[src/rtl/fwsr_pkg.sv]
// fwsr_pkg: constants, op codes and state types of the flash status controller
// assumes an x8 parallel flash and a 20 MHz system clock
package fwsr_pkg;

    // ************************************************************
    // widths and clock
    // ************************************************************
    localparam int ADDR_W = 21;
    localparam int DQ_W = 8;
    localparam int CLK_NS = 50;
    localparam int SYNC_DEPTH = 2;
    // strobe low time, covers the slowest access time with margin
    localparam int T_STROBE_NS = 150;
    localparam int STROBE_CYC = (T_STROBE_NS + CLK_NS - 1) / CLK_NS;
    localparam logic [3:0] WR_LIM = 4'(STROBE_CYC - 1);
    localparam logic [3:0] RD_LIM = 4'(STROBE_CYC + SYNC_DEPTH - 1);

    // ************************************************************
    // apb register map
    // ************************************************************
    localparam logic [11:0] REG_CMD = 12'h000;
    localparam logic [11:0] REG_ADDR = 12'h004;
    localparam logic [11:0] REG_WDATA = 12'h008;
    localparam logic [11:0] REG_STATUS = 12'h00C;
    localparam int ST_BUSY = 0;
    localparam int ST_DONE = 1;
    localparam int ST_FAIL = 2;
    localparam int ST_ACCEPT = 3;
    localparam int ST_TIMER = 4;
    localparam int ST_REJECT = 5;
    localparam int ST_READY = 6;
    localparam int ST_RD_LSB = 8;

    // ************************************************************
    // flash status bit positions
    // ************************************************************
    localparam int DQ_POLL = 7;
    localparam int DQ_TOG = 6;
    localparam int DQ_TMO = 5;
    localparam int DQ_TMR = 3;

    // ************************************************************
    // command sequence words
    // ************************************************************
    localparam logic [11:0] UNLK_A1 = 12'hAAA;
    localparam logic [11:0] UNLK_A2 = 12'h555;
    localparam logic [11:0] A_NONE = 12'h000;
    localparam logic [7:0] C_UNLK1 = 8'hAA;
    localparam logic [7:0] C_UNLK2 = 8'h55;
    localparam logic [7:0] C_PROG = 8'hA0;
    localparam logic [7:0] C_ERSET = 8'h80;
    localparam logic [7:0] C_CHIP = 8'h10;
    localparam logic [7:0] C_SECT = 8'h30;
    localparam logic [7:0] C_SUSP = 8'hB0;
    localparam logic [7:0] C_RESUME = 8'h30;
    localparam logic [7:0] C_RESET = 8'hF0;
    localparam logic [2:0] LEN_ONE = 3'h0;
    localparam logic [2:0] LEN_PROG = 3'h3;
    localparam logic [2:0] LEN_ERASE = 3'h5;

    typedef enum logic [3:0] {
        OP_NONE = 4'h0, OP_PROG = 4'h1, OP_SERASE = 4'h2, OP_ADD = 4'h3,
        OP_CHIP = 4'h4, OP_POLL = 4'h5, OP_SUSP = 4'h6, OP_RESUME = 4'h7,
        OP_RESET = 4'h8, OP_RDST = 4'h9
    } fwsr_op_t;

    typedef enum logic [1:0] {
        FB_IDLE = 2'b00, FB_SETUP = 2'b01, FB_STROBE = 2'b11, FB_HOLD = 2'b10
    } fwsr_fb_t;

    typedef enum logic [3:0] {
        M_IDLE = 4'b0000, M_PRE = 4'b0001, M_WR = 4'b0011, M_RD1 = 4'b0010,
        M_RD2 = 4'b0110, M_TM1 = 4'b0111, M_TM2 = 4'b0101, M_RST = 4'b0100,
        M_TMR = 4'b1100, M_RDS = 4'b1101
    } fwsr_st_t;

endpackage

[src/rtl/fwsr_ctrl.sv]
// fwsr_ctrl: host-side flash program/erase controller with status polling
// assumes an apb master on the system clock and one x8 flash on the pins
`timescale 1ns/10ps
`default_nettype none
module fwsr_ctrl (
    // clock and reset
    input wire logic CLK_SYS,
    input wire logic RESET_N,
    // apb slave
    input wire logic PSEL,
    input wire logic PENABLE,
    input wire logic PWRITE,
    input wire logic [11:0] PADDR,
    input wire logic [31:0] PWDATA,
    output logic [31:0] PRDATA,
    output logic PREADY,
    output logic PSLVERR,
    // flash pins
    output logic [fwsr_pkg::ADDR_W-1:0] FL_ADDR,
    input wire logic [fwsr_pkg::DQ_W-1:0] FL_DQ_I,
    output logic [fwsr_pkg::DQ_W-1:0] FL_DQ_O,
    output logic FL_DQ_OE,
    output logic FL_CE_N,
    output logic FL_OE_N,
    output logic FL_WE_N,
    input wire logic FL_READY_BUSY_N
);
    import fwsr_pkg::*;

    // ************************************************************
    // declarations
    // ************************************************************
    fwsr_st_t st_r, st_nxt;
    fwsr_op_t op_r;
    logic [2:0] step_r, step_nxt;
    logic [ADDR_W-1:0] uaddr_r;
    logic [DQ_W-1:0] wdata_r;
    logic [DQ_W-1:0] rdata_r;
    logic pend_r, t1_r, done_r, fail_r, accept_r, timer_r, reject_r;
    logic rb_s1_r, rb_s2_r;
    logic bdone;
    logic [DQ_W-1:0] bdata;

    // ************************************************************
    // apb decode
    // ************************************************************
    wire apb_wr = PSEL && PENABLE && PWRITE;
    wire hit_cmd = (PADDR == REG_CMD);
    wire hit_addr = (PADDR == REG_ADDR);
    wire hit_wdata = (PADDR == REG_WDATA);
    wire hit_stat = (PADDR == REG_STATUS);
    wire mapped = hit_cmd || hit_addr || hit_wdata || hit_stat;
    wire busy = (st_r != M_IDLE);
    // a new command while busy is dropped; software polls the busy bit first
    wire start = apb_wr && hit_cmd && !busy;
    wire [3:0] new_op = PWDATA[3:0];
    wire clr_done = apb_wr && hit_stat && PWDATA[ST_DONE];

    wire [31:0] stat_word = {16'h0000, rdata_r, 1'b0, rb_s2_r, reject_r, timer_r,
                             accept_r, fail_r, done_r, busy};
    assign PREADY = 1'b1;
    assign PSLVERR = PSEL && PENABLE && !mapped;
    assign PRDATA = hit_cmd ? {28'h0000000, op_r} :
                    hit_addr ? {11'h000, uaddr_r} :
                    hit_wdata ? {24'h000000, wdata_r} :
                    hit_stat ? stat_word : 32'h00000000;

    // ************************************************************
    // command sequences
    // ************************************************************
    function automatic logic [20:0] seq_word(input fwsr_op_t op, input logic [2:0] s);
        logic [20:0] w;
        w = {1'b1, A_NONE, C_RESET};
        case (op)
            OP_PROG: begin
                case (s)
                    3'h0: w = {1'b0, UNLK_A1, C_UNLK1};
                    3'h1: w = {1'b0, UNLK_A2, C_UNLK2};
                    3'h2: w = {1'b0, UNLK_A1, C_PROG};
                    default: w = {1'b1, A_NONE, C_PROG};
                endcase
            end
            OP_SERASE, OP_CHIP: begin
                case (s)
                    3'h0: w = {1'b0, UNLK_A1, C_UNLK1};
                    3'h1: w = {1'b0, UNLK_A2, C_UNLK2};
                    3'h2: w = {1'b0, UNLK_A1, C_ERSET};
                    3'h3: w = {1'b0, UNLK_A1, C_UNLK1};
                    3'h4: w = {1'b0, UNLK_A2, C_UNLK2};
                    default: w = (op == OP_CHIP) ? {1'b0, UNLK_A1, C_CHIP} :
                                                   {1'b1, A_NONE, C_SECT};
                endcase
            end
            OP_ADD: w = {1'b1, A_NONE, C_SECT};
            OP_SUSP: w = {1'b1, A_NONE, C_SUSP};
            OP_RESUME: w = {1'b1, A_NONE, C_RESUME};
            default: w = {1'b1, A_NONE, C_RESET};
        endcase
        return w;
    endfunction

    wire [20:0] sw = seq_word(op_r, step_r);
    wire [2:0] seq_last = (op_r == OP_PROG) ? LEN_PROG :
                          (op_r == OP_SERASE || op_r == OP_CHIP) ? LEN_ERASE : LEN_ONE;
    wire wr_last = (step_r == seq_last);
    wire bus_st = busy;
    wire bus_wr = (st_r == M_WR) || (st_r == M_RST);
    wire bus_req = bus_st && !pend_r && !bdone;
    // status and sector reads go to the programmed or erasing address
    wire [ADDR_W-1:0] bus_addr = (st_r == M_WR && !sw[20]) ?
                                 {{(ADDR_W-12){1'b0}}, sw[19:8]} : uaddr_r;
    wire [DQ_W-1:0] bus_wdata = (st_r == M_RST) ? C_RESET :
                                (op_r == OP_PROG && sw[20]) ? wdata_r : sw[7:0];
    wire toggling = bdata[DQ_TOG] ^ t1_r;

    // ************************************************************
    // sequencer
    // ************************************************************
    always_comb begin
        st_nxt = st_r;
        step_nxt = step_r;
        case (st_r)
            M_IDLE: begin
                step_nxt = 3'h0;
                if (start) begin
                    case (new_op)
                        OP_ADD: st_nxt = M_PRE;
                        OP_POLL: st_nxt = M_RD1;
                        OP_RDST: st_nxt = M_RDS;
                        OP_NONE: st_nxt = M_IDLE;
                        default: st_nxt = M_WR;
                    endcase
                end
            end
            // a timer bit already high means the add would be ignored
            M_PRE: if (bdone) st_nxt = bdata[DQ_TMR] ? M_IDLE : M_WR;
            M_WR: begin
                if (bdone && !wr_last) begin
                    step_nxt = step_r + 3'h1;
                end else if (bdone) begin
                    case (op_r)
                        OP_PROG, OP_SERASE, OP_CHIP: st_nxt = M_RD1;
                        OP_ADD: st_nxt = M_TMR;
                        default: st_nxt = M_IDLE;
                    endcase
                end
            end
            M_RD1: if (bdone) st_nxt = M_RD2;
            M_RD2: begin
                if (bdone) begin
                    if (op_r == OP_SERASE) begin
                        st_nxt = M_TMR;
                    end else if (!toggling) begin
                        st_nxt = M_IDLE;
                    end else if (bdata[DQ_TMO]) begin
                        st_nxt = M_TM1;
                    end else begin
                        st_nxt = M_RD1;
                    end
                end
            end
            // toggle may stop just as the timeout flag rises, so look again
            M_TM1: if (bdone) st_nxt = M_TM2;
            M_TM2: if (bdone) st_nxt = toggling ? M_RST : M_IDLE;
            M_RST: if (bdone) st_nxt = M_IDLE;
            M_TMR: if (bdone) st_nxt = M_IDLE;
            M_RDS: if (bdone) st_nxt = M_IDLE;
            default: st_nxt = M_IDLE;
        endcase
    end

    // chip erase never looks at the timer bit; it goes straight to polling
    wire op_end = busy && bdone && (st_nxt == M_IDLE);
    wire tmo_fail = (st_r == M_TM2) && bdone && toggling;

    always_ff @(posedge CLK_SYS) begin
        if (!RESET_N) begin
            st_r <= M_IDLE;
            op_r <= OP_NONE;
            step_r <= 3'h0;
            uaddr_r <= '0;
            wdata_r <= '0;
            rdata_r <= '0;
            pend_r <= 1'b0;
            t1_r <= 1'b0;
            done_r <= 1'b0;
            fail_r <= 1'b0;
            accept_r <= 1'b0;
            timer_r <= 1'b0;
            reject_r <= 1'b0;
            rb_s1_r <= 1'b1;
            rb_s2_r <= 1'b1;
        end else begin
            st_r <= st_nxt;
            step_r <= step_nxt;
            rb_s1_r <= FL_READY_BUSY_N;
            rb_s2_r <= rb_s1_r;
            pend_r <= bus_req ? 1'b1 : (bdone ? 1'b0 : pend_r);
            if (apb_wr && hit_addr && !busy) uaddr_r <= PWDATA[ADDR_W-1:0];
            if (apb_wr && hit_wdata && !busy) wdata_r <= PWDATA[DQ_W-1:0];
            if (start) begin
                op_r <= fwsr_op_t'(new_op);
                fail_r <= 1'b0;
                reject_r <= 1'b0;
            end
            if (bdone && !bus_wr) rdata_r <= bdata;
            if (bdone) t1_r <= bdata[DQ_TOG];
            if (st_r == M_RD2 && bdone && op_r == OP_SERASE) accept_r <= toggling;
            if (tmo_fail) fail_r <= 1'b1;
            if (bdone && (st_r == M_TMR || st_r == M_PRE)) timer_r <= bdata[DQ_TMR];
            if (bdone && (st_r == M_TMR || st_r == M_PRE) && op_r == OP_ADD) begin
                reject_r <= bdata[DQ_TMR];
            end
            // completion wins over a clear in the same cycle
            done_r <= op_end ? 1'b1 : (clr_done ? 1'b0 : done_r);
        end
    end

    // ************************************************************
    // flash bus cycles
    // ************************************************************
    fwsr_fbus u_fbus (
        .clk(CLK_SYS),
        .rst_n(RESET_N),
        .req(bus_req),
        .wr(bus_wr),
        .addr(bus_addr),
        .wdata(bus_wdata),
        .done(bdone),
        .rdata(bdata),
        .fl_addr(FL_ADDR),
        .fl_dq_i(FL_DQ_I),
        .fl_dq_o(FL_DQ_O),
        .fl_dq_oe(FL_DQ_OE),
        .fl_ce_n(FL_CE_N),
        .fl_oe_n(FL_OE_N),
        .fl_we_n(FL_WE_N)
    );

endmodule
`default_nettype wire

[src/rtl/fwsr_fbus.sv]
// fwsr_fbus: one asynchronous read or write cycle on the flash pins
// assumes req is a one-cycle pulse given only while no cycle is running
`timescale 1ns/10ps
`default_nettype none
module fwsr_fbus (
    // clock and reset
    input wire logic clk,
    input wire logic rst_n,
    // request side
    input wire logic req,
    input wire logic wr,
    input wire logic [fwsr_pkg::ADDR_W-1:0] addr,
    input wire logic [fwsr_pkg::DQ_W-1:0] wdata,
    output logic done,
    output logic [fwsr_pkg::DQ_W-1:0] rdata,
    // flash pins
    output logic [fwsr_pkg::ADDR_W-1:0] fl_addr,
    input wire logic [fwsr_pkg::DQ_W-1:0] fl_dq_i,
    output logic [fwsr_pkg::DQ_W-1:0] fl_dq_o,
    output logic fl_dq_oe,
    output logic fl_ce_n,
    output logic fl_oe_n,
    output logic fl_we_n
);
    import fwsr_pkg::*;

    // ************************************************************
    // state and synchroniser
    // ************************************************************
    fwsr_fb_t st_r, st_nxt;
    logic [3:0] cnt_r, cnt_nxt;
    logic wr_r;
    logic [DQ_W-1:0] dq_s1_r, dq_s2_r;

    wire wr_sel = (st_r == FB_IDLE) ? wr : wr_r;
    // reads wait for the sampled data to clear both synchroniser stages
    wire [3:0] lim = wr_r ? WR_LIM : RD_LIM;
    wire at_lim = (st_r == FB_STROBE) && (cnt_r == lim);

    always_comb begin
        st_nxt = st_r;
        cnt_nxt = cnt_r;
        case (st_r)
            FB_IDLE: begin
                cnt_nxt = 4'h0;
                if (req) begin
                    st_nxt = FB_SETUP;
                end
            end
            FB_SETUP: st_nxt = FB_STROBE;
            FB_STROBE: begin
                if (at_lim) begin
                    st_nxt = FB_HOLD;
                end else begin
                    cnt_nxt = cnt_r + 4'h1;
                end
            end
            FB_HOLD: st_nxt = FB_IDLE;
            default: st_nxt = FB_IDLE;
        endcase
    end

    // ************************************************************
    // registers and pins
    // ************************************************************
    always_ff @(posedge clk) begin
        if (!rst_n) begin
            st_r <= FB_IDLE;
            cnt_r <= 4'h0;
            wr_r <= 1'b0;
            dq_s1_r <= '0;
            dq_s2_r <= '0;
            rdata <= '0;
            done <= 1'b0;
            fl_addr <= '0;
            fl_dq_o <= '0;
            fl_dq_oe <= 1'b0;
            fl_ce_n <= 1'b1;
            fl_oe_n <= 1'b1;
            fl_we_n <= 1'b1;
        end else begin
            st_r <= st_nxt;
            cnt_r <= cnt_nxt;
            dq_s1_r <= fl_dq_i;
            dq_s2_r <= dq_s1_r;
            done <= (st_r == FB_HOLD);
            if (st_r == FB_IDLE && req) begin
                wr_r <= wr;
                fl_addr <= addr;
                fl_dq_o <= wdata;
            end
            if (at_lim && !wr_r) begin
                rdata <= dq_s2_r;
            end
            fl_ce_n <= (st_nxt == FB_IDLE);
            // data stays driven through hold so it outlasts the write strobe
            fl_dq_oe <= wr_sel && (st_nxt != FB_IDLE);
            fl_oe_n <= !((st_nxt == FB_STROBE) && !wr_sel);
            fl_we_n <= !((st_nxt == FB_STROBE) && wr_sel);
        end
    end

endmodule
`default_nettype wire

[config.mk]
export PLATFORM = sky130hd
export DESIGN_NAME = fwsr_ctrl
export DESIGN_NICKNAME = d
export VERILOG_FILES = /design/src/rtl/fwsr_pkg.sv /design/src/rtl/fwsr_ctrl.sv /design/src/rtl/fwsr_fbus.sv
export SDC_FILE = /design/constraint.sdc
export NUM_CORES = 1
export LEC_CHECK = 0
export BUFFER_PORTS_ARGS = -buffer_cell sky130_fd_sc_hd__buf_2
export CORE_ASPECT_RATIO = 1.25
export CORE_MARGIN = 2
export CORE_UTILIZATION = 41
export DETAILED_ROUTE_END_ITERATION = 10
export SLEW_MARGIN = 20
export SYNTH_ARGS = -nofsm -noshare
export SYNTH_HDL_FRONTEND = slang
export SYNTH_SLANG_ARGS = --single-unit
[constraint.sdc]
create_clock -name CLK_SYS -period 5.2 [get_ports CLK_SYS]
set_input_delay 1.04 -clock CLK_SYS [delete_from_list [all_inputs] [get_ports CLK_SYS]]
set_output_delay 1.04 -clock CLK_SYS [all_outputs]
set_load 0.02 [all_outputs]
==> results of run 1 <==
state kept, by name (all words and copies together) (netlist names), 2 cells and up:
register        count
op_r                4
rdata_r             8
st_r                4
step_r              3
u_fbus.cnt_r        4
u_fbus.dq_s1_r      8
u_fbus.dq_s2_r      8
u_fbus.fl_addr     21
u_fbus.fl_dq_o      8
u_fbus.rdata        8
u_fbus.st_r         2
uaddr_r            21
wdata_r             8
placed cells by master (no fill, tap or decap), drive strengths merged, types with 5 or more instances in the layout:
| cell | synthesis | final |
|---|---|---|
| nand2b | 9 | 9 |
| clkinv | 1 | 5 |
| dfxtp | 122 | 122 |
| nand4 | 11 | 11 |
| clkbuf | 38 | 20 |
| mux2i | 44 | 44 |
| a221o | 6 | 6 |
| buf | 22 | 105 |
| nor2 | 69 | 69 |
| nand2 | 89 | 89 |
| inv | 15 | 18 |
| a22o | 6 | 6 |
| nor3 | 12 | 12 |
| nand3 | 34 | 34 |
| o21ai | 16 | 16 |
| nor4 | 5 | 5 |
| conb | 2 | 12 |
| nor2b | 14 | 14 |
| and2 | 31 | 31 |
| ha | 6 | 6 |
| o31ai | 5 | 5 |
| a21oi | 56 | 56 |
per-stage QoR:
stage	power (uW)	setup WS, ps	utilization [%]	instance area, um2
floorplan	1010	1550	-	5840
global placement	1030	1040	45.6	6300
detailed placement	1030	1030	45.6	6300
CTS	2250	1010	50.1	6920
global route	2300	887	50.1	6920
finish	2230	1020	50.1	6920
area by class of cell:
| cell class | count | area, um2 | area share [%] |
|---|---|---|---|
| multi-input cells | 504 | 3050 | 44.0 |
| flip-flops and latches | 122 | 2440 | 35.3 |
| repair buffers | 105 | 536 | 7.73 |
| clock buffers | 20 | 457 | 6.60 |
| well taps | 175 | 219 | 3.16 |
| clock inverters | 12 | 163 | 2.35 |
| inverters | 16 | 60.1 | 0.867 |
worst min path at each step:
stage	startpoint	to	slack [ps]
after detailed placement	rb_s1_r	rb_s2_r	410
after global placement	u_fbus.dq_s1_r[5]	u_fbus.dq_s2_r[5]	420
final	u_fbus.dq_s1_r[5]	u_fbus.dq_s2_r[5]	430
after CTS	u_fbus.dq_s1_r[5]	u_fbus.dq_s2_r[5]	430
after floorplan	rb_s1_r	rb_s2_r	390
after global routing	u_fbus.dq_s1_r[3]	u_fbus.dq_s2_r[3]	440
cells by family (layout without fill, tap and decap cells):
family | after synthesis | after routing | synth area share (%)
mux | 44 | 44 | 7.59
compound gates | 135 | 135 | 15.5
xor+xnor | 4 | 4 | 0.603
simple gates | 303 | 303 | 26.7
buf+inv | 76 | 153 | 6.08
flops | 122 | 122 | 42.1
other cells | 2 | 12 | 0.129
fa+ha+maj | 6 | 6 | 1.29
metal layers:
metal	GRT usage [%]	vias up	share of wire (%)
li1	-	2555	-
met3	4.34	35	6.6
met2	33.9	223	47
met5	0	-	0
met1	27.3	2509	44
met4	10.0	0	2.9
power groups by stage:
stage          clock network [uW]  logic [uW]  registers, uW
3_3_place_gp                    0        65.7            963
2_1_floorplan                   0        43.9            963
5_1_grt                      1280        72.9            943
4_1_cts                      1240        66.5            943
6_report                     1220        66.6            943
3_5_place_dp                    0        66.3            963
worst reg2reg max path, cell delays in order (launching register included):
cell and delay (ps):
dfxtp_1 500, or4_1 760, nor4b_4 610, nand2_1 660, nand2_1 260, a21oi_1 90
==> flow_metrics.py, run 1 <==
metrics = {
    "yosys": {
        "yosysTopAreaCell": "dfxtp_1",
        "ys_async_sr_fraction_pct": 0,
        "yosys_register_bits": 122,
        "ys_top_cells_by_area": "dfxtp_1 42%, mux2i_1 7.6%, nand2_1 5.6%, a21oi_1 4.7%, nor2_1 4.5%",
        "synth_area_um2": 5810,
        "avgSynthCellArea_um2": 8.39,
        "ys.flop_type": "dfxtp_1",
        "yosysMostFrequentCell": "dfxtp_1",
        "yosysWarnings": 0,
        "synth.top_cell.area_share_pct": 42.1,
        "seq_area_frac_synth_pct": 42.1,
        "synth_edf_count": 0,
        "synthCells": 692,
        "ys_types": 71,
        "netlist_top_cells_count": "122 x dfxtp_1, 87 x nand2_1, 69 x nor2_1",
    },
    "cts": {
        "cts_tree": "built",
        "cts-resized-gates": 0,
        "holdBufCountCts": 0,
        "htree_levels": 4,
        "cts.root.buffer_cell": "clkbuf_16",
        "clockBufferDepth": 2,
        "numCtsBuffers": 17,
        "clkLatencyLatePin_ps": 410,
        "cts_setup_buffers": 0,
        "clk_pin_slew_ps": 50,
        "cts.sinks": 122,
    },
    "critical_path": {
        "crit_buf_inv": 2,
        "crit_fanout": 8,
        "critPathArrivalTime_ps": 3140,
        "startpoint": "PADDR[1]",
        "path_cells": "buf_2 > or4_1 > nor3_4 > nand2_1 > nor2_1 > a22o_1 > buf_2",
        "crit_type": "primary input to output pin",
        "r2r_start": "st_r[3]",
        "worstSetupStartpointType": "primary input",
        "crit_path_end_kind": "output pin",
        "critPathMaxStageDelay_ps": 670,
        "cp.depth": 7,
        "cp.required_ps": 4160,
        "regToRegEndpoint": "uaddr_r[2]",
        "cp_top_family": "simple AND/OR/NAND/NOR gates",
        "r2r_slack_ps": 2170,
        "path_common_cell": "buf_2",
        "crit_path_end": "PRDATA[5]",
        "reg2reg_depth": 5,
        "crit_slowest_cell": "or4_1",
    },
    "drt": {
        "totalWireLength_um": 15800,
        "vias_per_cell": 5.58,
        "wl_per_cell_um": 16.6,
        "drt_first_pass_iters": 5,
        "drcViolationCount": 0,
        "ant_nets": 0,
        "drt_iter0_drc": 399,
        "vias": 5322,
    },
    "worst_hold_path": {
        "holdPathStages": 1,
        "hp-class": "register to register",
    },
    "floorplanning": {
        "core_um2": 13800,
        "dieArea_um2": 15100,
        "start_util_pct": 42.0,
        "ios": 125,
        "die_h_um": 137,
        "dieWidth_um": 110,
        "std_cell_rows": 48,
    },
    "global_routing": {
        "antenna_found_initial": 0,
        "grt_pass1_vias": 4938,
        "globalRoute.totalOverflow": 0,
        "grt_max_degree": 44,
        "grt_pass1_wl_um": 25500,
        "track_usage_pct": 21.1,
    },
    "finish": {
        "layoutNonFillerInstCount": 954,
        "nFillCells": 1330,
        "syn_to_final_growth_pct": 19.3,
        "layout.nets": 830,
        "diodes": 0,
        "drive_gt1_share_pct": 20.0,
    },
    "power_and_ir_drop": {
        "p_per_area_nw_per_um2": 322,
        "seqPwrFrac_pct": 42.3,
        "p_sw_share_pct": 21.5,
        "p_switching_uw": 479,
        "ir_worst_vdd_mv": 0.256,
        "combPwrFrac_pct": 3.0,
        "clkPwrFrac_pct": 54.7,
        "p_leak_uw": 0.00298,
        "internal_power_uw": 1750,
    },
    "sta": {
        "fin_crit_sh_pct": 80.4,
        "slew_viol_final": 0,
        "final-hold-violation-count": 0,
        "setup_violations": 0,
        "max_freq_ghz": 0.239,
        "fin_crit_ps": 4180,
        "finClkSkew_ps": 7.02,
        "whs_ps": 430,
        "final.setup.tns_ps": 0,
        "slew_headroom_pct": 28.8,
        "rsz0062_at_grt": "false",
        "worstMarginPinSlew_ps": 1060,
    },
    "job": {
        "drv_cap": 0,
    },
    "placement": {
        "dp.cells": 922,
        "gp_congestion": 0.869,
        "port_buffers": 101,
        "hpwl_um": 11200,
    },
    "status": {
        "status": "finished, final reports clean",
    },
}
No activity file was read; power rests on OpenSTA's default activity.
==> run 2: changes to the inputs <==
==> constraint.sdc (replaced) <==
create_clock -name CLK_SYS -period 4.13 [get_ports CLK_SYS]
set_input_delay 0.826 -clock CLK_SYS [delete_from_list [all_inputs] [get_ports CLK_SYS]]
set_output_delay 0.826 -clock CLK_SYS [all_outputs]
set_load 0.02 [all_outputs]
==> flow_metrics.py, run 2 (synthesis gave the netlist of run 1 again) <==
metrics = {
    "global_routing": {
        "antenna_found_initial": 0,
        "grt_pass1_wl_um": 25100,
        "grt_pass1_vias": 4972,
        "track_usage_pct": 21.0,
        "globalRoute.totalOverflow": 0,
        "grt_max_degree": 43,
    },
    "sta": {
        "slew_viol_final": 0,
        "finClkSkew_ps": 8.08,
        "rsz0062_at_grt": "false",
        "worstMarginPinSlew_ps": 1080,
        "fin_crit_ps": 3650,
        "final-hold-violation-count": 0,
        "final.setup.tns_ps": 0,
        "slew_headroom_pct": 27.7,
        "fin_crit_sh_pct": 88.4,
        "fin_ws_ps": 478,
        "setup_violations": 0,
        "max_freq_ghz": 0.274,
    },
    "drt": {
        "drt_iter0_drc": 371,
        "wl_per_cell_um": 16.6,
        "vias_per_cell": 5.50,
        "vias": 5279,
        "drt_first_pass_iters": 5,
        "totalWireLength_um": 15900,
        "drcViolationCount": 0,
        "ant_nets": 0,
    },
    "cts": {
        "cts_tree": "built",
        "holdBufCountCts": 0,
        "cts.root.buffer_cell": "clkbuf_16",
        "cts.sinks": 122,
        "cts-resized-gates": 0,
        "numCtsBuffers": 17,
        "clk_pin_slew_ps": 50,
        "cts_setup_buffers": 0,
        "clockBufferDepth": 2,
        "clkLatencyLatePin_ps": 420,
        "htree_levels": 4,
    },
    "critical_path": {
        "cp.required_ps": 3300,
        "crit_fanout": 14,
        "critPathArrivalTime_ps": 2830,
        "crit_path_end_kind": "output pin",
        "crit_type": "primary input to output pin",
        "worstSetupStartpointType": "primary input",
    },
    "finish": {
        "nFillCells": 1326,
        "final_cell_mix": "122 x dfxtp_1, 101 x buf_2, 87 x nand2_1",
        "layout.nets": 835,
        "diodes": 0,
        "ff_latch_area_um2": 2440,
        "multi_input_area_um2": 3050,
        "reg_top3": "u_fbus.fl_addr: 21 flops, uaddr_r: 21 flops",
        "fin_util_pct": 50.1,
        "mostFrequentLayoutCell": "dfxtp_1",
        "syn_to_final_growth_pct": 19.1,
        "drive_gt1_share_pct": 20.2,
    },
    "floorplanning": {
        "core_um2": 13800,
        "die_h_um": 137,
        "dieWidth_um": 110,
        "ios": 125,
        "dieArea_um2": 15100,
        "start_util_pct": 42.0,
        "std_cell_rows": 48,
    },
    "status": {
        "status": "finished, final reports clean",
    },
    "power_and_ir_drop": {
        "p_leak_uw": 0.00298,
        "ir_worst_vdd_mv": 0.291,
        "p_per_area_nw_per_um2": 391,
    },
    "job": {
        "drv_cap": 0,
    },
    "placement": {
        "place_ws_ps": 514,
        "gp_congestion": 0.869,
        "hpwl_um": 11400,
        "port_buffers": 101,
    },
    "worst_hold_path": {
        "hp-class": "register to register",
    },
}
## run 2: through the flow
stage / cells / power, uW / cell area (um2) / hold WS (ps)
6_report: 959 / 2710 / 6920 / 430
3_3_place_gp: 927 / 1300 / 6340 / 418
5_1_grt: 959 / 2800 / 6920 / 447
4_1_cts: 959 / 2730 / 6920 / 430
3_5_place_dp: 927 / 1300 / 6340 / 417
2_1_floorplan: 702 / 1270 / 5840 / 386
## run 2: worst paths after layout
check / start / endpoint / slack, ps / depth (start not counted)
worst max register to register: st_r[3] / uaddr_r[6] / 1330 / 5
worst min-delay path: u_fbus.dq_s1_r[0] / u_fbus.dq_s2_r[0] / 430 / 1
worst min register to register: u_fbus.dq_s1_r[0] / u_fbus.dq_s2_r[0] / 430 / 1
worst max-delay path: PADDR[1] / PRDATA[0] / 480 / 7
## run 2: power by group
part           internal [uW]  total (uW)  switching, uW  leakage, uW
logic                   29.6        85.4           55.7      0.00172
clock network            903        1430            530     0.000271
registers               1190        1190           1.58     0.000986
total                   2120        2710            587      0.00298
## run 2: worst max-delay path, stage by stage
cell,delay (ps)
buf_2,90
or4_1,650
nor3_4,170
nand2_1,340
a211oi_1,320
o22a_1,240
buf_2,180
## run 2: area by class of cell
type / instances / area share [%]
Inverter: 16 / 0.868
Tap cell: 175 / 3.17
Timing Repair Buffer: 110 / 8.29
Clock inverter: 10 / 1.72
Sequential cell: 122 / 35.3
Clock buffer: 22 / 6.57
Multi-Input combinational cell: 504 / 44.1
## run 2: per-layer routing
metal	up-vias	track usage, %	wire length, um
met4	0	9.31	361
met1	2499	26.6	6920
met3	30	4.96	980
met5	-	0	0
li1	2555	-	-
met2	195	34.2	7640
==> run 3: changes to the inputs <==
--- a/config.mk
+++ b/config.mk
@@ -5,11 +5,13 @@
 export SDC_FILE = /design/constraint.sdc
 export NUM_CORES = 1
 export LEC_CHECK = 0
+export ABC_AREA = 1
 export BUFFER_PORTS_ARGS = -buffer_cell sky130_fd_sc_hd__buf_2
 export CORE_ASPECT_RATIO = 1.25
 export CORE_MARGIN = 2
-export CORE_UTILIZATION = 41
+export CORE_UTILIZATION = 45
 export DETAILED_ROUTE_END_ITERATION = 10
+export PLACE_DENSITY = 0.68
 export SLEW_MARGIN = 20
 export SYNTH_ARGS = -nofsm -noshare
 export SYNTH_HDL_FRONTEND = slang
==> flow_metrics.py, run 3 <==
metrics = {
    "drt": {
        "drcViolationCount": 0,
        "ant_nets": 0,
        "vias": 5219,
        "totalWireLength_um": 14200,
        "drt_iter0_drc": 322,
        "drt_first_pass_iters": 6,
        "wl_per_cell_um": 13.6,
        "vias_per_cell": 4.97,
    },
    "worst_hold_path": {
        "hp-class": "register to register",
    },
    "critical_path": {
        "r2r_slack_ps": 1830,
        "path_cells": "buf_2 > nor2_1 > nand2_1 > nor2_1 > nand2_1 > o311ai_0 > o211ai_1 > inv_1 > buf_2",
        "crit_path_end_kind": "output pin",
        "crit_buf_inv": 3,
        "crit_fanout": 17,
        "cp.required_ps": 3300,
        "critPathArrivalTime_ps": 2600,
        "crit_type": "primary input to output pin",
        "critPathMaxStageDelay_ps": 440,
        "crit_slowest_cell": "o311ai_0",
        "worstSetupStartpointType": "primary input",
        "cp_top_family": "simple AND/OR/NAND/NOR gates",
    },
    "finish": {
        "final_cell_mix": "122 x dfxtp_1, 119 x nand2_1, 117 x inv_1",
        "diodes": 0,
        "drive_gt1_share_pct": 20.0,
        "layout.nets": 938,
        "syn_to_final_growth_pct": 20.1,
        "reg_top3": "u_fbus.fl_addr: 21 flops, uaddr_r: 21 flops",
        "layoutNonFillerInstCount": 1051,
        "fin_area_um2": 6800,
        "mostFrequentLayoutCell": "dfxtp_1",
    },
    "yosys": {
        "netlist_top_cells_count": "122 x dfxtp_1, 119 x nand2_1, 117 x inv_1",
        "yosysMostFrequentCell": "dfxtp_1",
        "synth_area_um2": 5660,
        "ys_types": 43,
        "yosysWarnings": 0,
        "avgSynthCellArea_um2": 7.24,
        "ys_top_cells_by_area": "dfxtp_1 43%, o21ai_0 8.1%, nand2_1 7.9%, inv_1 7.8%, a21oi_1 6.9%",
        "synth_edf_count": 0,
        "seq_area_frac_synth_pct": 43.1,
        "yosys_register_bits": 122,
        "synth.top_cell.area_share_pct": 43.1,
        "ys_async_sr_fraction_pct": 0,
        "yosysTopAreaCell": "dfxtp_1",
        "synthCells": 782,
        "ys.flop_type": "dfxtp_1",
    },
    "placement": {
        "hpwl_um": 10400,
        "dp.cells": 1019,
        "port_buffers": 101,
        "gp_congestion": 0.897,
        "place_ws_ps": 707,
        "placed_area_um2": 6190,
    },
    "global_routing": {
        "antenna_found_initial": 0,
        "globalRoute.totalOverflow": 0,
        "grt_max_degree": 72,
        "grt_pass1_vias": 4714,
        "track_usage_pct": 21.4,
        "grt_pass1_wl_um": 23000,
    },
    "sta": {
        "fin_crit_sh_pct": 82.9,
        "max_freq_ghz": 0.292,
        "fin_ws_ps": 707,
        "final-hold-violation-count": 0,
        "final.setup.tns_ps": 0,
        "fin_crit_ps": 3420,
        "rsz0062_at_grt": "false",
        "worstMarginPinSlew_ps": 809,
        "slew_viol_final": 0,
        "slew_headroom_pct": 46.0,
        "finClkSkew_ps": 7.06,
        "setup_violations": 0,
    },
    "cts": {
        "cts.sinks": 122,
        "cts_setup_buffers": 0,
        "clkLatencyLatePin_ps": 420,
        "cts.root.buffer_cell": "clkbuf_16",
        "htree_levels": 4,
        "clk_pin_slew_ps": 60,
        "cts-resized-gates": 0,
        "holdBufCountCts": 0,
        "cts_tree": "built",
        "clockBufferDepth": 2,
        "numCtsBuffers": 17,
    },
    "power_and_ir_drop": {
        "internal_power_uw": 2170,
        "combPwrFrac_pct": 3.0,
        "p_switching_uw": 632,
        "ir_worst_vdd_mv": 0.255,
        "p_per_area_nw_per_um2": 413,
        "p_leak_uw": 0.00306,
        "seqPwrFrac_pct": 42.3,
        "p_sw_share_pct": 22.5,
        "clkPwrFrac_pct": 54.7,
    },
    "floorplanning": {
        "die_h_um": 129,
        "start_util_pct": 46.3,
        "core_um2": 12200,
        "ios": 125,
        "dieArea_um2": 13500,
        "dieWidth_um": 104,
        "std_cell_rows": 45,
    },
    "status": {
        "status": "finished, final reports clean",
    },
    "job": {
        "drv_cap": 0,
    },
}
## run 3: stage by stage
| stage | hold WS (ps) | util, % | power [uW] |
|---|---|---|---|
| after floorplan | 390 | - | 1270 |
| after global placement | 391 | 50.6 | 1300 |
| after detailed placement | 399 | 50.6 | 1300 |
| after global routing | 429 | 55.6 | 2890 |
| after CTS | 413 | 55.6 | 2830 |
| final | 411 | 55.6 | 2810 |
## run 3: worst register-to-register path, delay by kind of cell (launching register included)
family,cells,cell delay [ps]
and+or+nand+nor,7,1010
DFF,1,490
buffers and inverters,2,260
adders and majority gates,1,260
AOI/OAI and AO/OA,2,180
## run 3: power groups by stage
stage | combinational, uW | sequential (uW) | clock (uW)
after floorplan | 57.4 | 1210 | 0
after global placement | 84.2 | 1210 | 0
after detailed placement | 84.8 | 1210 | 0
after CTS | 84.8 | 1190 | 1550
after global routing | 96.2 | 1190 | 1600
final | 84.9 | 1190 | 1530
## run 3: final cells by class
class / instances / area (um2)
fillers: 1233 / 5420
multi-input cells: 502 / 2530
clock buffers: 18 / 429
flip-flops and latches: 122 / 2440
repair buffers: 104 / 528
well taps: 164 / 205
clock inverters: 14 / 183
inverters: 127 / 477
## run 3: final timing paths
| check | startpoint | end | cells past startpoint |
|---|---|---|---|
| max | PADDR[11] | PRDATA[4] | 9 |
| max reg2reg | step_r[0] | u_fbus.fl_addr[7] | 12 |
| min reg2reg | u_fbus.dq_s1_r[2] | u_fbus.dq_s2_r[2] | 2 |
| min | u_fbus.dq_s1_r[2] | u_fbus.dq_s2_r[2] | 2 |
## run 3: per-layer routing
metal | GRT usage (%) | share of wire (%) | routed length (um) | vias up
li1 | - | - | - | 2707
met5 | 0 | 0 | 0 | -
met1 | 27.7 | 45 | 6400 | 2342
met2 | 35.7 | 48 | 6900 | 152
met3 | 4.83 | 5.2 | 747 | 18
met4 | 7.31 | 1.4 | 197 | 0
## run 3: kinds of logic (layout without fill, tap and decap cells)
| logic type | Yosys count | count (layout) | share of synthesized area (%) |
|---|---|---|---|
| flops | 122 | 122 | 43.1 |
| compound gates | 212 | 212 | 20.4 |
| other cells | 2 | 12 | 0.133 |
| buf+inv | 168 | 263 | 12.8 |
| fa+ha+maj | 6 | 6 | 1.33 |
| simple gates | 271 | 271 | 22.0 |
| xor+xnor | 1 | 1 | 0.155 |
